**src/hdl/dcrm_pkg.sv**
```systemverilog
// shared constants and carriers for the core register model
package dcrm_pkg;
  localparam int unsigned PC_W          = 23;
  localparam int unsigned INSN_W        = 24;
  localparam int unsigned WREG_W        = 16;
  localparam int unsigned WREG_N        = 16;
  localparam int unsigned PAGE_W        = 8;
  localparam int unsigned EXC_VEC_N     = 62;
  localparam int unsigned TRAP_N        = 8;
  localparam int unsigned IRQ_N         = 54;
  localparam int unsigned SHR_MAX       = 15;
  localparam int unsigned SHL_MAX       = 16;
  localparam logic [15:0] SP_RESET      = 16'h0800;
  localparam logic [22:0] PC_RESET      = 23'h000000;
  localparam logic [15:0] SR_RESET      = 16'h0000;
  localparam logic [15:0] PSV_WIN_BASE  = 16'h8000;
  localparam logic [15:0] XY_BOUNDARY   = 16'h0C00;
  localparam logic [3:0]  SP_INDEX      = 4'hF;
  localparam logic [3:0]  TRAP_PRI_BASE = 4'h8;
  // status bit positions
  localparam int unsigned SR_C   = 0;
  localparam int unsigned SR_Z   = 1;
  localparam int unsigned SR_OV  = 2;
  localparam int unsigned SR_N   = 3;
  localparam int unsigned SR_RA  = 4;
  localparam int unsigned SR_IPL = 5;
  localparam int unsigned SR_DC  = 8;
  localparam int unsigned SR_DA  = 9;
  localparam logic [15:0] SHADOW_SR_MASK = 16'h010F;

  typedef enum logic [1:0] {
    DCRM_EXEC  = 2'b00,
    DCRM_PSV2  = 2'b01,
    DCRM_EXC   = 2'b10
  } dcrm_state_t;

  typedef struct packed {
    logic        we;
    logic        byte_op;
    logic [3:0]  idx;
    logic [15:0] data;
  } dcrm_wr_t;

  typedef struct packed {
    logic [15:0] start_lo;
    logic [22:0] end_addr;
    logic [15:0] count;
  } dcrm_loop_t;
endpackage : dcrm_pkg

```
**src/hdl/dcrm_core.sv**
```systemverilog
// core register model: pc, working registers, shadows, status, exceptions
//
// Overview of operation
// - fetch 24-bit words; 23-bit pc with bit 0 forced to zero
// - pc top bit cleared in sequencing, used only by special jumps
// - loop and repeat state survives interruption at any point
// - sixteen 16-bit working registers; the last is the stack pointer
// - data space split into x and y at a fixed boundary
// - upper 32K data maps into program page; extra cycle, low 16 bits
// - table read reaches all 24 instruction bits
// - x generator bit-reverses destination effective addresses on request
// - per cycle: one data read, register read, data write, fetch
// - barrel shift up to 15 right or 16 left in one cycle
// - multiplier forms the product of two working registers, no accumulate
// - single-stage prefetch one cycle ahead; most ops take one cycle
// - 62 vectors: 8 trap slots, 4 of them reserved, and 54 interrupts
// - irq priority 1..7 with natural order ties; traps fixed 8..15
// - shadow push/pop moves w0..w3 and dc, n, ov, z, c only
// - loop start pushes loop registers to shadows; loop end pops them
// - shadows are not accessible; only transfer events change them
// - byte writes to a working register touch only its low byte
// - stack pointer moves on exception, call, return; bit 0 zero
// - reset loads stack pointer with 0x0800; software may rewrite
// - status low byte alu flags, priority, repeat; high dsp, loop, dc
// - exception entry stacks status low byte with pc top byte
`timescale 1ns/100ps
`default_nettype none
module dcrm_core #(
  parameter int unsigned TRAPS_USED = 4
) (
  // clock and reset
  input  wire logic                  clk_i,
  input  wire logic                  rst_b_i,
  // program fetch
  input  wire logic [23:0]           insn_i,
  output logic      [22:0]           fetch_addr_o,
  output logic      [23:0]           prefetch_o,
  // register write and read ports
  input  wire dcrm_pkg::dcrm_wr_t    wr_i,
  input  wire logic [3:0]            rd_idx_i,
  output logic      [15:0]           rd_data_o,
  input  wire logic [3:0]            mul_a_idx_i,
  input  wire logic [3:0]            mul_b_idx_i,
  output logic      [31:0]           mul_o,
  // sequencing controls
  input  wire logic                  stall_i,
  input  wire logic                  jump_i,
  input  wire logic                  jump_long_i,
  input  wire logic [22:0]           jump_addr_i,
  input  wire logic                  call_i,
  input  wire logic                  ret_i,
  input  wire logic [15:0]           ret_word_i,
  // status and page registers
  input  wire logic                  sr_we_i,
  input  wire logic [15:0]           sr_wdata_i,
  input  wire logic                  psv_we_i,
  input  wire logic [7:0]            psv_wdata_i,
  output logic      [15:0]           sr_o,
  output logic      [7:0]            psv_page_o,
  // shadow and loop events
  input  wire logic                  push_s_i,
  input  wire logic                  pop_s_i,
  input  wire logic                  loop_start_i,
  input  wire logic                  loop_end_i,
  input  wire dcrm_pkg::dcrm_loop_t  loop_i,
  output dcrm_pkg::dcrm_loop_t       loop_o,
  // data access and address generation
  input  wire logic                  dread_i,
  input  wire logic [15:0]           daddr_i,
  input  wire logic                  bitrev_i,
  input  wire logic [15:0]           dest_ea_i,
  output logic      [15:0]           dest_ea_o,
  output logic                       is_y_space_o,
  output logic                       psv_busy_o,
  output logic      [22:0]           psv_addr_o,
  output logic      [15:0]           psv_data_o,
  input  wire logic [22:0]           tbl_addr_i,
  output logic      [23:0]           tbl_data_o,
  // barrel shifter
  input  wire logic [15:0]           sh_src_i,
  input  wire logic signed [5:0]     sh_amt_i,
  output logic      [31:0]           sh_o,
  // exceptions
  input  wire logic [53:0]           irq_req_i,
  input  wire logic [161:0]          irq_pri_i,
  input  wire logic [7:0]            trap_req_i,
  output logic                       exc_take_o,
  output logic      [5:0]            exc_vec_o,
  output logic      [15:0]           exc_stack_word_o
);
  import dcrm_pkg::*;

  typedef struct packed {
    dcrm_state_t st;
    logic [22:0] pc;
    logic [23:0] pref;
    logic [15:0] sr;
    logic [7:0]  psv;
    logic [255:0] w;
    logic [63:0]  w_sh;
    logic [15:0]  sr_sh;
    dcrm_loop_t   lp;
    dcrm_loop_t   lp_sh;
    logic [15:0]  dea;
    logic [22:0]  paddr;
    logic         exc;
    logic [5:0]   vec;
    logic [15:0]  stk;
  } dcrm_regs_t;

  dcrm_regs_t r, next_r;

  function automatic logic [15:0] bit_rev(input logic [15:0] a);
    for (int i = 0; i < 16; i++) bit_rev[i] = a[15-i];
  endfunction : bit_rev

  function automatic logic [15:0] wreg(input logic [255:0] w,
                                       input logic [3:0] i);
    wreg = w[i*16 +: 16];
  endfunction : wreg

  function automatic logic [2:0] irq_level(input logic [161:0] p,
                                           input int q);
    irq_level = p[q*3 +: 3];
  endfunction : irq_level

  // traps above the honoured count are reserved and never win
  localparam logic [7:0] TRAP_MASK = 8'((16'h0001 << TRAPS_USED) - 16'h0001);

  // exception arbitration, combinational
  logic       arb_hit;
  logic [5:0] arb_vec;
  logic [3:0] arb_pri;
  always_comb begin
    arb_hit = 1'b0;
    arb_vec = 6'h00;
    arb_pri = 4'h0;
    // traps first: higher index is higher fixed priority
    for (int t = 0; t < TRAP_N; t++) begin
      if (trap_req_i[t] && t < TRAPS_USED
          && (TRAP_PRI_BASE + 4'(t)) > arb_pri) begin
        arb_hit = 1'b1;
        arb_vec = 6'(t);
        arb_pri = TRAP_PRI_BASE + 4'(t);
      end
    end
    // lower index wins ties; strict compare keeps the natural order
    for (int q = 0; q < IRQ_N; q++) begin
      if (irq_req_i[q] && {1'b0, irq_level(irq_pri_i, q)} > arb_pri
          && irq_level(irq_pri_i, q) > r.sr[SR_IPL +: 3]) begin
        arb_hit = 1'b1;
        arb_vec = 6'(TRAP_N + q);
        arb_pri = {1'b0, irq_level(irq_pri_i, q)};
      end
    end
  end

  logic psv_hit;
  assign psv_hit = dread_i && daddr_i[15];

  always_comb begin
    next_r     = r;
    next_r.exc = 1'b0;
    unique case (r.st)
      DCRM_EXEC: begin
        if (arb_hit && !stall_i) begin
          // stack sr low byte with the pc high byte
          next_r.stk = {r.sr[7:0], 1'b0, r.pc[22:16]};
          next_r.exc = 1'b1;
          next_r.vec = arb_vec;
          next_r.pc  = {16'h0000, arb_vec, 1'b0};
          // loop registers are left intact so the loop resumes
          next_r.w[SP_INDEX*16 +: 16] = wreg(r.w, SP_INDEX) + 16'h0004;
          next_r.st  = DCRM_EXC;
        end else if (psv_hit) begin
          next_r.paddr = {r.psv, daddr_i[14:1], 1'b0};
          next_r.st    = DCRM_PSV2; // one extra cycle
        end else if (!stall_i) begin
          next_r.pref = insn_i; // prefetch one ahead
          if (jump_i || call_i)
            next_r.pc = {jump_long_i ? jump_addr_i[22] : 1'b0,
                         jump_addr_i[21:1], 1'b0};
          else if (ret_i)
            next_r.pc = {7'h00, ret_word_i[15:1], 1'b0};
          else
            next_r.pc = {1'b0, r.pc[21:0] + 22'h000002};
          if (call_i)
            next_r.w[SP_INDEX*16 +: 16] = wreg(r.w, SP_INDEX)
                                          + 16'h0004;
          if (ret_i)
            next_r.w[SP_INDEX*16 +: 16] = wreg(r.w, SP_INDEX)
                                          - 16'h0004;
        end
      end
      DCRM_PSV2: next_r.st = DCRM_EXEC;
      DCRM_EXC:  next_r.st = DCRM_EXEC;
      default:   next_r.st = DCRM_EXEC;
    endcase

    if (wr_i.we) begin
      if (wr_i.byte_op)
        next_r.w[wr_i.idx*16 +: 8] = wr_i.data[7:0];
      else
        next_r.w[wr_i.idx*16 +: 16] = wr_i.data;
    end
    next_r.w[SP_INDEX*16] = 1'b0;

    if (sr_we_i) next_r.sr = sr_wdata_i;
    if (psv_we_i) next_r.psv = psv_wdata_i;

    // shadows change only on these events
    if (push_s_i) begin
      next_r.w_sh  = r.w[63:0];
      next_r.sr_sh = r.sr & SHADOW_SR_MASK;
    end else if (pop_s_i) begin
      next_r.w[63:0] = r.w_sh;
      next_r.sr = (r.sr & ~SHADOW_SR_MASK) | r.sr_sh;
    end
    if (loop_start_i) begin
      next_r.lp_sh = r.lp;
      next_r.lp    = loop_i;
      next_r.sr[SR_DA] = 1'b1;
    end else if (loop_end_i) begin
      next_r.lp = r.lp_sh;
      next_r.sr[SR_DA] = 1'b0;
    end

    // bit reversal on destination addresses only
    next_r.dea = bitrev_i ? bit_rev(dest_ea_i) : dest_ea_i;
  end

  always_ff @(posedge clk_i or negedge rst_b_i) begin
    if (!rst_b_i) begin
      r    <= '0;
      r.pc <= PC_RESET;
      r.sr <= SR_RESET;
      r.st <= DCRM_EXEC;
      r.w[SP_INDEX*16 +: 16] <= SP_RESET;
    end else begin
      r <= next_r;
    end
  end

  // barrel shifter: negative amount shifts right
  always_comb begin
    if (sh_amt_i < 0 && sh_amt_i >= -6'sd15)
      sh_o = {16'h0000, sh_src_i >> 4'(-sh_amt_i)};
    else if (sh_amt_i >= 0 && sh_amt_i <= 6'sd16)
      sh_o = {16'h0000, sh_src_i} << 5'(sh_amt_i);
    else
      sh_o = 32'h00000000;
  end

  // the window read borrows the fetch port for its extra cycle
  assign fetch_addr_o     = (r.st == DCRM_PSV2) ? r.paddr
                            : r.pc;
  assign prefetch_o       = r.pref;
  assign rd_data_o        = wreg(r.w, rd_idx_i);
  assign mul_o            = wreg(r.w, mul_a_idx_i)
                            * wreg(r.w, mul_b_idx_i);
  assign sr_o             = r.sr;
  assign psv_page_o       = r.psv;
  assign loop_o           = r.lp;
  assign dest_ea_o        = r.dea;
  assign is_y_space_o     = (daddr_i >= XY_BOUNDARY)
                            && !daddr_i[15];
  assign psv_busy_o       = (r.st == DCRM_PSV2);
  assign psv_addr_o       = r.paddr;
  assign psv_data_o       = insn_i[15:0];
  assign tbl_data_o       = insn_i;
  assign exc_take_o       = r.exc;
  assign exc_vec_o        = r.vec;
  assign exc_stack_word_o = r.stk;
endmodule : dcrm_core
`default_nettype wire

```
**config.mk**
```make
export PLATFORM = sky130hd
export DESIGN_NAME = dcrm_core
export DESIGN_NICKNAME = d
export VERILOG_FILES = /design/src/hdl/dcrm_pkg.sv /design/src/hdl/dcrm_core.sv
export SDC_FILE = /design/constraint.sdc
export NUM_CORES = 2
export LEC_CHECK = 0
export BUFFER_PORTS_ARGS = -buffer_cell sky130_fd_sc_hd__clkbuf_2
export CORE_AREA = 2 2 309 311
export DETAILED_ROUTE_END_ITERATION = 16
export DIE_AREA = 0 0 311 313
export GPL_ROUTABILITY_DRIVEN = 0
export PLACE_DENSITY_LB_ADDON = 0.12
export SYNTH_ARGS = -nofsm -noshare
export SYNTH_HDL_FRONTEND = slang
export SYNTH_SLANG_ARGS = --single-unit
```
**constraint.sdc**
```tcl
create_clock -name clk_i -period 146.2 [get_ports clk_i]
set_input_delay 43.86 -clock clk_i [delete_from_list [all_inputs] [get_ports clk_i]]
set_output_delay 43.86 -clock clk_i [all_outputs]
set_load 0.005 [all_outputs]
```
==> results.ini <==
[clocking]
cts.sinks = 566
clkTransAtPathRegs_ns = 0.08
cts_tree = done
insertion_delay_ns = 0.64
cts-root-buf = clkbuf_16
h-tree-depth = 3
cts_buffers = 67
clockBufferDepth = 3
post_cts_buffers = 0
cts_resized = 0
cts-hold-fix-buffers = 0

[synthesis]
yosysWarnings = 0
syn_area_sq_um = 52700
yosysSeqAreaShare = 0.269
synthCells = 5713
synth-main-ff-cell = dfrtp_1
ys_async_sr_fraction = 1.00
synth_cell_types = 106
synth.avg_cell_area_sq_um = 9.23
synth-edff-count = 0
synth-seq-cells = 566

[floorplan]
ios = 802
die_x_um = 311
coreArea_sq_um = 94200
rows = 113
dieArea_sq_um = 97300
initial_core_util = 0.560
die-height_um = 313

[route]
drtIter0Drc = 4231
wl_per_cell_um = 22.8
viasPerCell = 6.11
detail-route-antenna-nets = 0
post-route-drc-count = 0
wl_mm = 170
via_count = 45600
dr.pass1.iters = 8

[final_layout]
multi_input_area_sq_um = 34400
fillers = 8313
syn_to_final_growth_pct = 10.5
seq_area_sq_um = 14200
nets = 7233
final_cells = 7461
layout-drive-gt1-share = 0.242

[timing]
final_max_slew_viol_count = 0
setup_slack_ns = 14.11
period_needed_ns = 132.09
rsz0062_at_grt = false
hold_viol = 0
max_freq_ghz = 0.00757
finalCritPeriodShare = 0.904
final.setup.tns_ns = 0
fin_skew_ns = 0.0324
worstMarginPinSlew_ns = 1.27
final-setup-viol-count = 0
max_slew_margin = 0.151

[critical_path]
max_stage_delay_ns = 0.95
criticalPathCategory = input pin to register
worstSetupStartpointType = input pin
cp-end-kind = register
crit_required_ns = 146.67
cp.arrival_ns = 132.57
crit_family = compound AO/OA/AOI/OAI gates
critPathBufInv = 33
cp_common_cell = ha_1
worst_path_max_delay_cell = clkinv_1
critical_path.max_fanout = 22

[global_routing]
grt_pass1_vias = 44600
antenna_found_initial = 42
grt_remaining_overflow = 0
grt_max_degree = 96
track_usage = 0.345
grt_pass1_wl_mm = 261

[hold_path]
hold_path.class = register to register

[power_and_ir_drop]
power.density_nw_per_um2 = 9.34
leakage_nw = 28.1
vdd_drop_max_mv = 0.0120

[run]
cap_violations = 0

[placed_design]
dp_hpwl_mm = 127
pre_cts_ws_ns = 14.83
port-buffer-count = 768
dp_cells = 7310

[status]
status = complete, no violations

## layout make-up
type / instances / share of cell area
Antenna cell: 31 / 0.00133
Tap cell: 1265 / 0.0272
Clock buffer: 92 / 0.0327
Inverter: 411 / 0.0265
Clock inverter: 28 / 0.00479
Multi-Input combinational cell: 4238 / 0.590
Sequential cell: 566 / 0.243
Timing Repair Buffer: 830 / 0.0744
## cell families after synthesis
group / Yosys count / share of synthesized area
buf+inv: 911 / 0.0803
xor+xnor: 60 / 0.00996
flops: 566 / 0.269
simple gates: 1957 / 0.170
mux: 587 / 0.173
fa+ha+maj: 627 / 0.176
compound gates: 1004 / 0.121
other cells: 1 / 0.0000711
## metal layers
metal / share of wire / GRT usage / vias up
li1: - / - / 20700
met1: 0.39 / 0.444 / 22300
met2: 0.47 / 0.560 / 2083
met3: 0.084 / 0.0689 / 443
met4: 0.048 / 0.170 / 22
met5: 0.00084 / 0 / -
## placed cells by master (no fill, tap or decap), types with 40 or more instances in the layout
master     netlist  final
inv_1          406    404
nand3_1        218    218
o21a_1          48     48
nand4_1         45     45
o21ai_0        388    381
clkbuf_2         0    760
buf_4          206     67
a21oi_1        216    216
mux4_2         238    238
clkbuf_16        0     70
nor2b_1        183    181
dfrtp_1        565    564
mux2i_1        137    137
nor3_1          40     40
o31ai_1         63     63
nand2_1        976    976
fa_1           194    194
nor2_1         281    279
mux2_2         211    211
ha_1           433    433
## report_power, final
part | switching [mW] | internal (mW) | leakage, nW
sequential | 0.0205 | 0.178 | 7.46
clock | 0.0714 | 0.0973 | 1.06
combinational | 0.101 | 0.0763 | 19.6
total | 0.193 | 0.351 | 28.1
## cells in the mapped netlist, drive strengths merged (50+ instances only)
master / number / area share
a21oi: 219 / 0.021
buf: 264 / 0.034
clkbuf: 236 / 0.017
dfrtp: 565 / 0.27
fa: 194 / 0.074
ha: 433 / 0.10
inv: 410 / 0.029
mux2: 212 / 0.045
mux2i: 137 / 0.026
mux4: 238 / 0.10
nand2: 977 / 0.070
nand3: 218 / 0.021
nand4: 50 / 0.0069
nor2: 283 / 0.020
nor2b: 183 / 0.022
o21ai: 401 / 0.038
o31ai: 67 / 0.010
## worst paths after layout
path,to,start,slack [ns],cells past startpoint
min in group asynchronous,loop_o[8],rst_b_i,43.21,1
setup / recovery,r[504],irq_pri_i[2],14.11,387
hold reg to reg,r[293],r[229],0.46,2
hold / removal,r[293],r[229],0.46,2
setup reg to reg,r[504],sr_o[7],56.48,388
max in group asynchronous,r[440],rst_b_i,99.26,5
## worst min-delay path: stages, from the launching register on
cell     delay [ns]
dfrtp_1        0.34
nand2_1        0.05
o21ai_0        0.06
## per-stage QoR
step	hold slack, ns	util	power, mW	cell area, sq um
floorplan	0.446	-	0.319	52700
global placement	0.450	0.595	0.370	56000
detailed placement	0.461	0.595	0.376	56000
CTS	0.463	0.618	0.545	58200
global route	0.490	0.619	0.575	58200
finish	0.464	0.619	0.544	58300
## state kept, by name (all words and copies together) (netlist names)
register          flops
dest_ea_o            16
exc_stack_word_o     15
exc_take_o            1
exc_vec_o             6
loop_o               55
prefetch_o           24
psv_addr_o           22
psv_page_o            8
r                   403
sr_o                 16
(Power assumes the default switching activity.)
